==> config.mk <==
export PLATFORM = sky130hd
export DESIGN_NAME = smstx_top
export DESIGN_NICKNAME = d
export VERILOG_FILES = /design/src/rtl/smstx_top.v
export VERILOG_INCLUDE_DIRS = /design/src /design/src/include
export SDC_FILE = /design/constraint.sdc
export NUM_CORES = 1
export LEC_CHECK = 0
export BUFFER_PORTS_ARGS = -buffer_cell sky130_fd_sc_hd__buf_2
export CAP_MARGIN = 10
export CORE_MARGIN = 1
export CORE_UTILIZATION = 50
export DETAILED_ROUTE_END_ITERATION = 10
export PLACE_DENSITY = 0.69
export SLEW_MARGIN = 25
export SYNTH_ARGS = -nofsm -noshare
export SYNTH_HDL_FRONTEND = slang
export SYNTH_SLANG_ARGS = --single-unit
==> constraint.sdc <==
create_clock -name clock -period 4.15 [get_ports clock]
set_clock_uncertainty 0.1 [all_clocks]
set_input_delay 0.2075 -clock clock [delete_from_list [all_inputs] [get_ports clock]]
set_output_delay 0.2075 -clock clock [all_outputs]
set_load 0.1 [all_outputs]
==> src/include/smstx_defines.vh <==
// Constants for the synchronous master serial transmitter/receiver.
// Assumes a 32-bit APB slave port with byte addresses in paddr[7:0].
`ifndef SMSTX_DEFINES_VH
`define SMSTX_DEFINES_VH

// Register byte offsets
`define SMSTX_OFS_IRQ_FLAGS    8'h00
`define SMSTX_OFS_IRQ_ENABLES  8'h04
`define SMSTX_OFS_IRQ_PRIORITY 8'h08
`define SMSTX_OFS_RX_STATUS    8'h0C
`define SMSTX_OFS_TX_BUFFER    8'h10
`define SMSTX_OFS_TX_STATUS    8'h14
`define SMSTX_OFS_BAUD_CTRL    8'h18
`define SMSTX_OFS_DIV_HIGH     8'h1C
`define SMSTX_OFS_DIV_LOW      8'h20
`define SMSTX_OFS_RX_BUFFER    8'h24

// Flag, enable and priority fields
`define SMSTX_BIT_RX_DONE      5
`define SMSTX_BIT_TX_EMPTY     4
`define SMSTX_IRQ_REG_MASK     8'h77

// Receive status and control fields
`define SMSTX_BIT_PORT_EN      7
`define SMSTX_BIT_RX_NINE      6
`define SMSTX_BIT_RX_SINGLE    5
`define SMSTX_BIT_RX_CONT      4
`define SMSTX_BIT_OVERRUN      1
`define SMSTX_BIT_RX_NINTH     0

// Transmit status and control fields
`define SMSTX_BIT_CLK_MASTER   7
`define SMSTX_BIT_TX_NINE      6
`define SMSTX_BIT_TX_EN        5
`define SMSTX_BIT_SYNC_MODE    4
`define SMSTX_BIT_HIGH_SPEED   2
`define SMSTX_BIT_SHIFT_EMPTY  1
`define SMSTX_BIT_TX_NINTH     0

// Baud control fields
`define SMSTX_BIT_CLK_POL      4
`define SMSTX_BIT_WIDE_DIV     3

// Reset values and counts
`define SMSTX_BYTE_ZERO        8'h00
`define SMSTX_DIV_ZERO         16'h0000
`define SMSTX_WORD_ZERO        9'h000
`define SMSTX_BITS_EIGHT_LAST  4'h7
`define SMSTX_BITS_NINE_LAST   4'h8
`define SMSTX_BIT_CNT_ZERO     4'h0
`define SMSTX_BIT_CNT_ONE      4'h1
`define SMSTX_HALF_CNT_ONE     16'h0001

`endif

==> src/rtl/smstx_top.v <==
// Synchronous master serial port: APB registers, shift clock generator,
// half-duplex transmit and receive engine. Assumes one 20 MHz clock and a
// two-way data pin resolved outside from its output enable.
//
// Functional notes
// RQ1 - Shift register reloads from buffer only after last bit has left.
// RQ2 - Buffer to shift register move takes one cycle, then empty flag rises.
// RQ3 - Buffer empty flag ignores enable; only a buffer write clears it.
// RQ4 - Read-only shift-empty bit shows an empty shift register, no interrupt.
// RQ5 - Transmit shift register has no address; software cannot reach it.
// RQ6 - Software programs divisor bytes and wide select before sending.
// RQ7 - Port works only with sync mode, port enable and master bit set.
// RQ8 - Nine-bit transmit appends ninth bit from its control field.
// RQ9 - With transmit enabled, a buffer write starts a word.
// RQ10 - Reception starts from single or continuous receive enable.
// RQ11 - Received data sampled on falling edge of generated shift clock; code samples on the edge back to idle, rising when polarity bit is 1.
// RQ12 - Single receive takes exactly one word then stops.
// RQ13 - Continuous receive repeats words until its enable clears; code also stops receiving after an overrun until that enable clears.
// RQ14 - Both receive enables set behaves as continuous receive.
// RQ15 - Software keeps receive enables clear while setting up.
// RQ16 - Each received word sets done flag; interrupt if enabled.
// RQ17 - Nine-bit receive keeps the ninth bit in a readable field.
// RQ18 - Software reads status before reading the receive buffer.
// RQ19 - Clearing continuous receive clears receive errors.
// RQ20 - Half duplex: transmit and receive never overlap.
// RQ21 - Device drives shift clock; idle level follows polarity bit.
// RQ22 - Least significant bit first, one bit per shift clock period.
// RQ23 - Shift clock toggles only during a word, rests idle otherwise.
`timescale 1ns/10ps
`include "smstx_defines.vh"
`default_nettype none

module smstx_top (
  // Clock and reset
  input  wire        clock,
  input  wire        rst,
  // APB slave
  input  wire        psel,
  input  wire        penable,
  input  wire        pwrite,
  input  wire [7:0]  paddr,
  input  wire [31:0] pwdata,
  output reg  [31:0] prdata,
  output reg         pready,
  output reg         pslverr,
  // Shift clock pin
  output reg         shift_clock_pin_out,
  output reg         shift_clock_pin_oe_n,
  // Serial data pin
  input  wire        serial_data_pin_in,
  output reg         serial_data_pin_out,
  output reg         serial_data_pin_oe_n,
  // Interrupt request
  output reg         irq_request
);

  localparam [1:0] ST_IDLE = 2'b00;
  localparam [1:0] ST_TX   = 2'b01;
  localparam [1:0] ST_RX   = 2'b10;

  // Software visible state
  reg  [7:0]  irq_enables_reg;
  reg  [7:0]  irq_priority_reg;
  reg         port_en_reg;
  reg         rx_nine_reg;
  reg         rx_single_reg;
  reg         rx_cont_reg;
  reg         overrun_reg;
  reg         rx_ninth_reg;
  reg         clk_master_reg;
  reg         tx_nine_reg;
  reg         tx_en_reg;
  reg         sync_mode_reg;
  reg         high_speed_reg;
  reg         tx_ninth_reg;
  reg         clk_pol_reg;
  reg         wide_div_reg;
  reg  [7:0]  div_high_reg;
  reg  [7:0]  div_low_reg;
  reg  [7:0]  tx_buffer_reg;
  reg         tx_full_reg;
  reg  [7:0]  rx_buffer_reg;
  reg         rx_done_flag_reg;

  // Engine state
  reg  [1:0]  state_reg;
  reg  [8:0]  shift_reg;
  reg  [3:0]  bit_cnt_reg;
  reg  [3:0]  last_bit_reg;
  reg  [15:0] half_cnt_reg;
  reg         phase_reg;
  reg         dt_meta_reg;
  reg         dt_sync_reg;

  // Decoded bus strobes, read mux and engine control nets
  wire        setup_phase;
  wire        access_done;
  wire        wr_en;
  wire        rd_rx_buffer;
  wire [15:0] divisor;
  wire        port_active;
  wire        half_tick;
  wire        last_bit;
  wire        tx_load;
  wire        rx_start;
  wire        rx_done;
  wire        rx_store;
  wire        shift_empty;
  reg  [7:0]  rd_data;
  reg         addr_ok;

  assign setup_phase  = psel & ~penable;
  assign access_done  = psel & penable & pready;
  assign wr_en        = access_done & pwrite;
  assign rd_rx_buffer = access_done & ~pwrite &
                        (paddr == `SMSTX_OFS_RX_BUFFER);

  // Divisor pair; narrow mode uses the low byte only
  assign divisor = wide_div_reg ? {div_high_reg, div_low_reg}
                                : {`SMSTX_BYTE_ZERO, div_low_reg};

  // Master mode needs all three configuration bits
  assign port_active = sync_mode_reg & port_en_reg & clk_master_reg; // RQ7

  assign half_tick = (half_cnt_reg == divisor);
  assign last_bit  = (bit_cnt_reg == last_bit_reg);

  // Reload only from idle, i.e. after the previous last bit left
  assign tx_load  = port_active & (state_reg == ST_IDLE) & tx_en_reg &
                    tx_full_reg; // RQ1 RQ9 RQ20
  // Receive waits for idle and yields to a pending transmit
  assign rx_start = port_active & (state_reg == ST_IDLE) & ~tx_load &
                    (rx_single_reg | rx_cont_reg) & ~overrun_reg; // RQ10 RQ20
  assign rx_done  = (state_reg == ST_RX) & half_tick & phase_reg &
                    last_bit;
  assign rx_store = rx_done & (~rx_done_flag_reg | rd_rx_buffer);

  assign shift_empty = (state_reg != ST_TX); // RQ4

  // Read multiplexer and address check; shift register has no address
  always @* begin
    rd_data = `SMSTX_BYTE_ZERO;
    addr_ok = 1'b1;
    if (paddr == `SMSTX_OFS_IRQ_FLAGS) begin
      rd_data[`SMSTX_BIT_RX_DONE]  = rx_done_flag_reg;
      rd_data[`SMSTX_BIT_TX_EMPTY] = ~tx_full_reg;
    end else if (paddr == `SMSTX_OFS_IRQ_ENABLES) begin
      rd_data = irq_enables_reg & `SMSTX_IRQ_REG_MASK;
    end else if (paddr == `SMSTX_OFS_IRQ_PRIORITY) begin
      rd_data = irq_priority_reg & `SMSTX_IRQ_REG_MASK;
    end else if (paddr == `SMSTX_OFS_RX_STATUS) begin
      rd_data[`SMSTX_BIT_PORT_EN]   = port_en_reg;
      rd_data[`SMSTX_BIT_RX_NINE]   = rx_nine_reg;
      rd_data[`SMSTX_BIT_RX_SINGLE] = rx_single_reg;
      rd_data[`SMSTX_BIT_RX_CONT]   = rx_cont_reg;
      rd_data[`SMSTX_BIT_OVERRUN]   = overrun_reg;
      rd_data[`SMSTX_BIT_RX_NINTH]  = rx_ninth_reg; // RQ17
    end else if (paddr == `SMSTX_OFS_TX_BUFFER) begin
      rd_data = tx_buffer_reg;
    end else if (paddr == `SMSTX_OFS_TX_STATUS) begin
      rd_data[`SMSTX_BIT_CLK_MASTER]  = clk_master_reg;
      rd_data[`SMSTX_BIT_TX_NINE]     = tx_nine_reg;
      rd_data[`SMSTX_BIT_TX_EN]       = tx_en_reg;
      rd_data[`SMSTX_BIT_SYNC_MODE]   = sync_mode_reg;
      rd_data[`SMSTX_BIT_HIGH_SPEED]  = high_speed_reg;
      rd_data[`SMSTX_BIT_SHIFT_EMPTY] = shift_empty; // RQ4
      rd_data[`SMSTX_BIT_TX_NINTH]    = tx_ninth_reg;
    end else if (paddr == `SMSTX_OFS_BAUD_CTRL) begin
      rd_data[`SMSTX_BIT_CLK_POL]  = clk_pol_reg;
      rd_data[`SMSTX_BIT_WIDE_DIV] = wide_div_reg;
    end else if (paddr == `SMSTX_OFS_DIV_HIGH) begin
      rd_data = div_high_reg;
    end else if (paddr == `SMSTX_OFS_DIV_LOW) begin
      rd_data = div_low_reg;
    end else if (paddr == `SMSTX_OFS_RX_BUFFER) begin
      rd_data = rx_buffer_reg;
    end else begin
      addr_ok = 1'b0; // RQ5
    end
  end

  // APB answer: ready in the cycle after setup, data captured at setup
  always @(posedge clock) begin
    if (rst) begin
      prdata  <= 32'h00000000;
      pready  <= 1'b0;
      pslverr <= 1'b0;
    end else begin
      pready  <= setup_phase;
      pslverr <= setup_phase & ~addr_ok;
      if (setup_phase) begin
        prdata <= {24'h000000, rd_data};
      end
    end
  end

  // Control registers written by software
  always @(posedge clock) begin
    if (rst) begin
      irq_enables_reg  <= `SMSTX_BYTE_ZERO;
      irq_priority_reg <= `SMSTX_BYTE_ZERO;
      port_en_reg      <= 1'b0;
      rx_nine_reg      <= 1'b0;
      rx_cont_reg      <= 1'b0;
      clk_master_reg   <= 1'b0;
      tx_nine_reg      <= 1'b0;
      tx_en_reg        <= 1'b0;
      sync_mode_reg    <= 1'b0;
      high_speed_reg   <= 1'b0;
      tx_ninth_reg     <= 1'b0;
      clk_pol_reg      <= 1'b0;
      wide_div_reg     <= 1'b0;
      div_high_reg     <= `SMSTX_BYTE_ZERO;
      div_low_reg      <= `SMSTX_BYTE_ZERO;
    end else if (wr_en) begin
      if (paddr == `SMSTX_OFS_IRQ_ENABLES) begin
        irq_enables_reg <= pwdata[7:0] & `SMSTX_IRQ_REG_MASK;
      end else if (paddr == `SMSTX_OFS_IRQ_PRIORITY) begin
        irq_priority_reg <= pwdata[7:0] & `SMSTX_IRQ_REG_MASK;
      end else if (paddr == `SMSTX_OFS_RX_STATUS) begin
        port_en_reg <= pwdata[`SMSTX_BIT_PORT_EN];
        rx_nine_reg <= pwdata[`SMSTX_BIT_RX_NINE];
        rx_cont_reg <= pwdata[`SMSTX_BIT_RX_CONT];
      end else if (paddr == `SMSTX_OFS_TX_STATUS) begin
        clk_master_reg <= pwdata[`SMSTX_BIT_CLK_MASTER];
        tx_nine_reg    <= pwdata[`SMSTX_BIT_TX_NINE];
        tx_en_reg      <= pwdata[`SMSTX_BIT_TX_EN];
        sync_mode_reg  <= pwdata[`SMSTX_BIT_SYNC_MODE];
        high_speed_reg <= pwdata[`SMSTX_BIT_HIGH_SPEED];
        tx_ninth_reg   <= pwdata[`SMSTX_BIT_TX_NINTH];
      end else if (paddr == `SMSTX_OFS_BAUD_CTRL) begin
        clk_pol_reg  <= pwdata[`SMSTX_BIT_CLK_POL];
        wide_div_reg <= pwdata[`SMSTX_BIT_WIDE_DIV];
      end else if (paddr == `SMSTX_OFS_DIV_HIGH) begin
        div_high_reg <= pwdata[7:0];
      end else if (paddr == `SMSTX_OFS_DIV_LOW) begin
        div_low_reg <= pwdata[7:0];
      end
    end
  end

  // Single receive enable: software sets, hardware drops after one word unless continuous is set
  always @(posedge clock) begin
    if (rst) begin
      rx_single_reg <= 1'b0;
    end else if (wr_en && paddr == `SMSTX_OFS_RX_STATUS) begin
      rx_single_reg <= pwdata[`SMSTX_BIT_RX_SINGLE];
    end else if (rx_done && !rx_cont_reg) begin
      rx_single_reg <= 1'b0; // RQ12 RQ14
    end
  end

  // Transmit buffer and its full state; a write during a load refills it
  always @(posedge clock) begin
    if (rst) begin
      tx_buffer_reg <= `SMSTX_BYTE_ZERO;
      tx_full_reg   <= 1'b0;
    end else begin
      if (wr_en && paddr == `SMSTX_OFS_TX_BUFFER) begin
        tx_buffer_reg <= pwdata[7:0];
        tx_full_reg   <= 1'b1; // RQ3 RQ9
      end else if (tx_load) begin
        tx_full_reg <= 1'b0; // RQ2
      end
    end
  end

  // Receive buffer, done flag and overrun; a new word wins over a read
  always @(posedge clock) begin
    if (rst) begin
      rx_buffer_reg    <= `SMSTX_BYTE_ZERO;
      rx_ninth_reg     <= 1'b0;
      rx_done_flag_reg <= 1'b0;
      overrun_reg      <= 1'b0;
    end else begin
      if (rx_store) begin
        rx_buffer_reg    <= shift_reg[7:0];
        rx_ninth_reg     <= rx_nine_reg & shift_reg[8]; // RQ17
        rx_done_flag_reg <= 1'b1; // RQ16
      end else if (rd_rx_buffer) begin
        rx_done_flag_reg <= 1'b0;
      end
      if (rx_done && !rx_store) begin
        overrun_reg <= 1'b1;
      end else if (!rx_cont_reg) begin
        overrun_reg <= 1'b0; // RQ19
      end
    end
  end

  // Data pin synchroniser
  always @(posedge clock) begin
    if (rst) begin
      dt_meta_reg <= 1'b0;
      dt_sync_reg <= 1'b0;
    end else begin
      dt_meta_reg <= serial_data_pin_in;
      dt_sync_reg <= dt_meta_reg;
    end
  end

  // Shift engine: each bit is an active half then an idle half
  always @(posedge clock) begin
    if (rst) begin
      state_reg            <= ST_IDLE;
      shift_reg            <= `SMSTX_WORD_ZERO;
      bit_cnt_reg          <= `SMSTX_BIT_CNT_ZERO;
      last_bit_reg         <= `SMSTX_BITS_EIGHT_LAST;
      half_cnt_reg         <= `SMSTX_DIV_ZERO;
      phase_reg            <= 1'b0;
      shift_clock_pin_out  <= 1'b0;
      shift_clock_pin_oe_n <= 1'b1;
      serial_data_pin_out  <= 1'b0;
      serial_data_pin_oe_n <= 1'b1;
    end else begin
      shift_clock_pin_oe_n <= ~port_active; // RQ21
      if (!port_active) begin
        state_reg            <= ST_IDLE;
        half_cnt_reg         <= `SMSTX_DIV_ZERO;
        phase_reg            <= 1'b0;
        shift_clock_pin_out  <= clk_pol_reg;
        serial_data_pin_oe_n <= 1'b1;
      end else begin
        case (state_reg)
          ST_IDLE: begin
            half_cnt_reg        <= `SMSTX_DIV_ZERO;
            phase_reg           <= 1'b0;
            bit_cnt_reg         <= `SMSTX_BIT_CNT_ZERO;
            shift_clock_pin_out <= clk_pol_reg; // RQ21 RQ23
            if (tx_load) begin
              shift_reg <= {tx_nine_reg & tx_ninth_reg, tx_buffer_reg}; // RQ8
              last_bit_reg <= tx_nine_reg ? `SMSTX_BITS_NINE_LAST
                                          : `SMSTX_BITS_EIGHT_LAST;
              serial_data_pin_out  <= tx_buffer_reg[0]; // RQ22
              serial_data_pin_oe_n <= 1'b0;
              shift_clock_pin_out  <= ~clk_pol_reg;
              state_reg            <= ST_TX;
            end else if (rx_start) begin
              shift_reg    <= `SMSTX_WORD_ZERO;
              last_bit_reg <= rx_nine_reg ? `SMSTX_BITS_NINE_LAST
                                          : `SMSTX_BITS_EIGHT_LAST;
              serial_data_pin_oe_n <= 1'b1;
              shift_clock_pin_out  <= ~clk_pol_reg;
              state_reg            <= ST_RX;
            end else begin
              serial_data_pin_oe_n <= 1'b1;
            end
          end
          ST_TX, ST_RX: begin
            if (!half_tick) begin
              half_cnt_reg <= half_cnt_reg + `SMSTX_HALF_CNT_ONE;
            end else begin
              half_cnt_reg <= `SMSTX_DIV_ZERO;
              if (!phase_reg) begin
                // End of active half: clock back to idle, sample input
                phase_reg           <= 1'b1;
                shift_clock_pin_out <= clk_pol_reg;
                if (state_reg == ST_RX) begin
                  shift_reg[bit_cnt_reg] <= dt_sync_reg; // RQ11 RQ22
                end
              end else if (last_bit) begin
                // Word finished; clock rests at idle
                phase_reg            <= 1'b0;
                state_reg            <= ST_IDLE; // RQ1 RQ13 RQ23
                serial_data_pin_oe_n <= 1'b1;
              end else begin
                // Next bit: clock to active level, present next data bit
                phase_reg           <= 1'b0;
                bit_cnt_reg         <= bit_cnt_reg + `SMSTX_BIT_CNT_ONE;
                shift_clock_pin_out <= ~clk_pol_reg;
                if (state_reg == ST_TX) begin
                  serial_data_pin_out <=
                    shift_reg[bit_cnt_reg + `SMSTX_BIT_CNT_ONE]; // RQ22
                end
              end
            end
          end
          default: begin
            state_reg <= ST_IDLE;
          end
        endcase
      end
    end
  end

  // Interrupt request from enabled flags
  always @(posedge clock) begin
    if (rst) begin
      irq_request <= 1'b0;
    end else begin
      irq_request <=
        (rx_done_flag_reg & irq_enables_reg[`SMSTX_BIT_RX_DONE]) | // RQ16
        (~tx_full_reg & irq_enables_reg[`SMSTX_BIT_TX_EMPTY]);
    end
  end

endmodule // smstx_top

`default_nettype wire

---- Word level (Yosys, flattened, before mapping) ----
Cells that the tools add are included.
storage, ports and cells
  output and inout port bits .............. 39
  word-level logic and storage cells ...... 234
  flip-flop bits (word level) ............. 113
  bits of input ports ..................... 46
cells by class
  $lt $le $gt $ge ......................... 3
  multiplexer cells ....................... 92
  $add $sub $neg .......................... 2
  bitwise gates (word level) .............. 41
  reduce and logical (&&, ||, !) cells .... 31
  equal/unequal tests ..................... 27
operators with widths
  operator               count
  $mux 8                 13
  $mux 9                 5
  $mux 4                 10
  $mux 1                 38
  $eq 8x5->1 const B     4
  $mux 16                2
  $pmux 16 s2            1
  $and 1x1->1            23
  $mux 2                 10
  $pmux 9 s2             1
  $add 16x1->16 const B  1
  $eq 16x16->1           1
  $eq 8x4->1 const B     2
  $eq 8x6->1 const B     2
  $ne 2x2->1 const B     8
  $not 1->1              15
  $reduce_and 7->1       2
  $reduce_and 4->1       3
  $reduce_and 6->1       2
  $lt 4x5->1 const B     2
  $reduce_and 5->1       2
  $reduce_bool 2->1      5
  $bwmux 9               1
  $mux 3                 3
  24 further kinds       40

---- Longest topological paths before layout ----
  depth in word-level cells ............... 18
  gate-level depth with buffers ........... 9
  mapped depth without buffers ............ 8

---- Worst setup path before layout ----
Ideal clock, no wire load.
  path kind ............................... register -> register
  from .................................... register pready
  to ...................................... register div_high_reg[0]
  library setup time ...................... 128 ps
  arrival ................................. 2467 ps
  path slack .............................. 1456 ps
  cell stages (with the launch flop) ...... 5
  period minus slack after synthesis ...... 2694 ps
  buffers on the path ..................... 0
  required time ........................... 3922 ps
  cells stage by stage .................... dfxtp_1 > nand4_1 > nor3_4 > mux2i_1 > nor2_1
on the way
  cells in the longest elaborated chain, start to end .. 3
RTL lines
  item                        RTL line         RTL
  start: declaration          smstx_top.v:44   output reg pready,
  start signal: assignment    smstx_top.v:189  pready <= setup_phase;
  $and 1x1->1                 smstx_top.v:113  assign access_done = psel & penable & pready;
  $and 1x1->1                 smstx_top.v:114  assign wr_en = access_done & pwrite;
  $reduce_and 7->1 (no line)  -
  end signal: assignment      smstx_top.v:213  div_high_reg <= `SMSTX_BYTE_ZERO;
  end signal: assignment      smstx_top.v:235  div_high_reg <= pwdata[7:0];
  end: declaration            smstx_top.v:78   reg [7:0] div_high_reg;
Every way passes these cells.
A chain may end at the register's enable or synchronous reset.

---- Worst setup path after layout ----
  from .................................... register wide_div_reg
  to ...................................... register shift_clock_pin_out
on the way
  cells in the longest elaborated chain, start to end .. 4
RTL lines
  item                        RTL line         RTL
  start: declaration          smstx_top.v:77   reg wide_div_reg;
  start signal: assignment    smstx_top.v:233  wide_div_reg <= pwdata[`SMSTX_BIT_WIDE_DIV];
  $mux 16                     smstx_top.v:119  assign divisor = wide_div_reg ? {div_high_reg, div_low_reg}
  $eq 16x16->1                smstx_top.v:125  assign half_tick = (half_cnt_reg == divisor);
  $ne 3x3->1 (no line)        -
  $reduce_and 3->1 (no line)  -
  end signal: assignment      smstx_top.v:321  shift_clock_pin_out <= clk_pol_reg;
  end signal: assignment      smstx_top.v:329  shift_clock_pin_out <= clk_pol_reg;
  end signal: assignment      smstx_top.v:336  shift_clock_pin_out <= ~clk_pol_reg;
  end: declaration            smstx_top.v:47   output reg shift_clock_pin_out,
Every way passes these cells.

==> out/qor.csv <==
metric,value,unit
status,finished clean,
gpl congestion,0.922,
nets,781,
switching power share of the total,27.9,%
post-synth top area cell,dfxtp_1,
post-synthesis cell count,713,
clock buffer depth,2,
Max Cap Viol,0,
Critical R2R Capture,shift_clock_pin_out$_SDFFE_PP0P_,
average cell area after synthesis,8.54,um^2
hold depth,3,
RSZ-0062 raised after global routing,no,
Power Density,334,mW/mm^2
crit share post-route,66.4,%
worst reg-to-reg setup slack,1400,ps
Yosys top cell area share,36.5,%
DRT Wirelength,17200,um
first drt pass iteration count,5,
Hold EP,tx_buffer_reg[7]$_SDFFE_PP0P_,
Num CTS Buffers,9,
Slowest cell on crit path,nor3_2,
DP Wirelength,12700,um
# rows,39,
fillcell total,1061,
first-pass GRT wire length,27000,um
vias in the first global route,4949,
Die Y,112,um
crit-path leading delay family,simple AND/OR/NAND/NOR gates,
main combinational cell family by area after synthesis,simple AND/OR/NAND/NOR gates,
reg2reg start,wide_div_reg$_SDFFE_PP0P_,
Period minus WS final,2750,ps
Inserted Diodes,0,
Die Width,112,um
Synth Area in Compound Gates,18.3,%
relative slew slack,39.1,%
final setup fails,0,
Worst Path Arrival,2940,ps
Hold WC Path Type,input port to register,
initial antenna violation count,0,
"Primary FF master, synth",dfxtp_1,
grt ovf,0,
via count,5455,
Sw Pwr,0.607,mW
WP data required,4340,ps
layout cell share with drive strength beyond 1,10.9,%
critical path endpoint category,register,
Root Driver,clkbuf_16,
synth warn,0,
most frequent cells in the layout,"dfxtp_1, nor2_1, mux2i_1, a21oi_1, nand2_1",
DIE AREA,0.0126,mm^2
mux share of post-synthesis cell area,10.1,%
Post-CTS Repair Setup Buffers,0,
"commonest non-fill, non-tap cell in the layout",dfxtp_1,
ANT nets after route,0,
Synth cell types,75,
R2R depth,5,
XOR/XNOR share of the synthesized area,4.46,%
Post-Synth Adder-Cell Area,1.85,%
post-route setup TNS,0,ps
Pint,1.57,mW
"FFs w/ async S/R, synth",0,%
kind of launch point of the worst setup path,register,
num ports,85,
delay of the slowest critical-path stage,740,ps
area delta synth->final,7.21,%
Clock power frac,41.8,%
Post-synth EDFFs,0,
clk sinks,111,
Leakage,2.26,nW
synth top area cells,"dfxtp_1, mux2i_1, nor2_1, a21oi_1, buf_4",
clock-pin transition on the worst setup and hold timing paths,80,ps
Peak VDD IR,0.254,mV
Worst Min Path Start,pwdata[7],
sequential power share,49.0,%
overall power,2.18,mW
"Critical Path, Cell by Cell",nand4_1 > a311o_1 > nor3_2 > a2111oi_0 > a211oi_1,
Crit Path Class,register to register,
pin count of the biggest net entering global routing,44,
worst skew pair latency,370,ps
TritonCTS clock tree,done,
"Seq/Total Area, Yosys",36.5,%
CP Max Fanout,14,
area of the core,0.0117,mm^2
vias per inst,6.24,
max-slew violation count,0,
Bufs and invs on worst path,0,
#FFs+latches synth,111,
drt drc,0,
worst-margin pin slew,909,ps
Buffers on Ports,36,
Initial Util,52.2,%
wire per inst,19.7,um
Largest register FFs,16,
GRT Total Usage,28.0,%
DR iter-0 viols,556,
endpoints failing hold,0,
Mapped Area,0.00609,mm^2
Synth Area in Simple Gates,22.4,%
H-tree depth,3,
Comb power frac,9.2,%
Fmax,0.363,GHz
worst min-delay path, delay by kind of cell:
kind | cells | cell delay, ps
buffers and inverters | 1 | 150
AOI/OAI and AO/OA | 1 | 50
and+or+nand+nor | 1 | 70
final cells by class:
| cell class | instances | area [um^2] | share of cell area (%) |
|---|---|---|---|
| Tap cell | 143 | 179 | 2.74 |
| Clock buffer | 10 | 229 | 3.51 |
| Inverter | 14 | 52.6 | 0.805 |
| Timing Repair Buffer | 39 | 205 | 3.14 |
| Clock inverter | 6 | 76.3 | 1.17 |
| Sequential cell | 111 | 2220 | 34.0 |
| Multi-Input combinational cell | 551 | 3570 | 54.6 |
per-layer routing:
layer  vias to the layer above  GRT usage (%)  wire, um
met5                         -              0         0
met4                         0           11.4       483
met3                        36           6.43      1320
met2                       250           43.6      7860
met1                      2606           37.4      7590
li1                       2563              -         -
Yosys cell counts (3+ instances only):
master	count
nor3_4	5
o21ai_0	28
nand3_1	27
a211oi_1	3
or3_1	4
a31oi_1	12
o31ai_1	10
and4_1	3
buf_2	8
xor2_1	10
clkbuf_1	23
a21oi_1	53
o21a_1	3
dfxtp_1	111
buf_4	27
nor2_1	94
nand3b_1	3
xnor2_1	21
o22ai_1	12
ha_1	9
nand4b_1	3
mux2i_1	53
o221ai_1	6
nor4_1	4
nand2_1	51
and3_1	11
a221oi_1	4
and2_1	4
inv_1	14
nor2b_1	12
nor3_1	6
nand2b_1	4
nand4_1	14
a22oi_1	6
power groups by stage:
stage / logic, mW / clock network (mW) / registers [mW]
4_1_cts: 0.197 / 0.928 / 1.07
2_1_floorplan: 0.160 / 0 / 1.11
5_1_grt: 0.207 / 0.966 / 1.07
3_3_place_gp: 0.196 / 0 / 1.09
3_5_place_dp: 0.196 / 0 / 1.09
6_report: 0.200 / 0.911 / 1.07
what timing repair did:
| action | in CTS | in global routing |
|---|---|---|
| gates resized for setup | 0 | 0 |
| hold endpoints to repair | 1 | 0 |
| hold buffers | 1 | 0 |
| setup endpoints to repair | 0 | 0 |
stage by stage:
stage	hold slack [ps]	instances	area, um^2	utilization [%]	setup WS, ps
2_1_floorplan	236	736	6180	-	1460
3_3_place_gp	318	857	6210	53.3	1610
3_5_place_dp	326	857	6210	53.3	1530
4_1_cts	41.1	874	6530	56.0	1490
5_1_grt	60.5	874	6530	56.0	1230
6_report	49.3	874	6530	56.0	1400
worst max-delay path by stage:
stage	from	endpoint	slack, ps	cells past startpoint
final	wide_div_reg$_SDFFE_PP0P_	shift_clock_pin_out$_SDFFE_PP0P_	1400	5
after global routing	wide_div_reg$_SDFFE_PP0P_	shift_clock_pin_out$_SDFFE_PP0P_	1230	5
after CTS	wide_div_reg$_SDFFE_PP0P_	shift_clock_pin_out$_SDFFE_PP0P_	1490	5
after global placement	wide_div_reg$_SDFFE_PP0P_	shift_clock_pin_out$_SDFFE_PP0P_	1610	5
after floorplan	pready$_SDFF_PP0_	div_high_reg[0]$_SDFFE_PP0P_	1460	4
after detailed placement	wide_div_reg$_SDFFE_PP0P_	shift_clock_pin_out$_SDFFE_PP0P_	1530	5
cell families after synthesis:
logic type,after synthesis
multiplexers,58
AND/OR/NAND/NOR,263
buffers and inverters,74
other,1
XOR/XNOR,31
adder cells (fa/ha/maj),9
AO/OA/AOI/OAI,166
flip-flops,111
No activity file was read; power rests on OpenSTA's default activity.
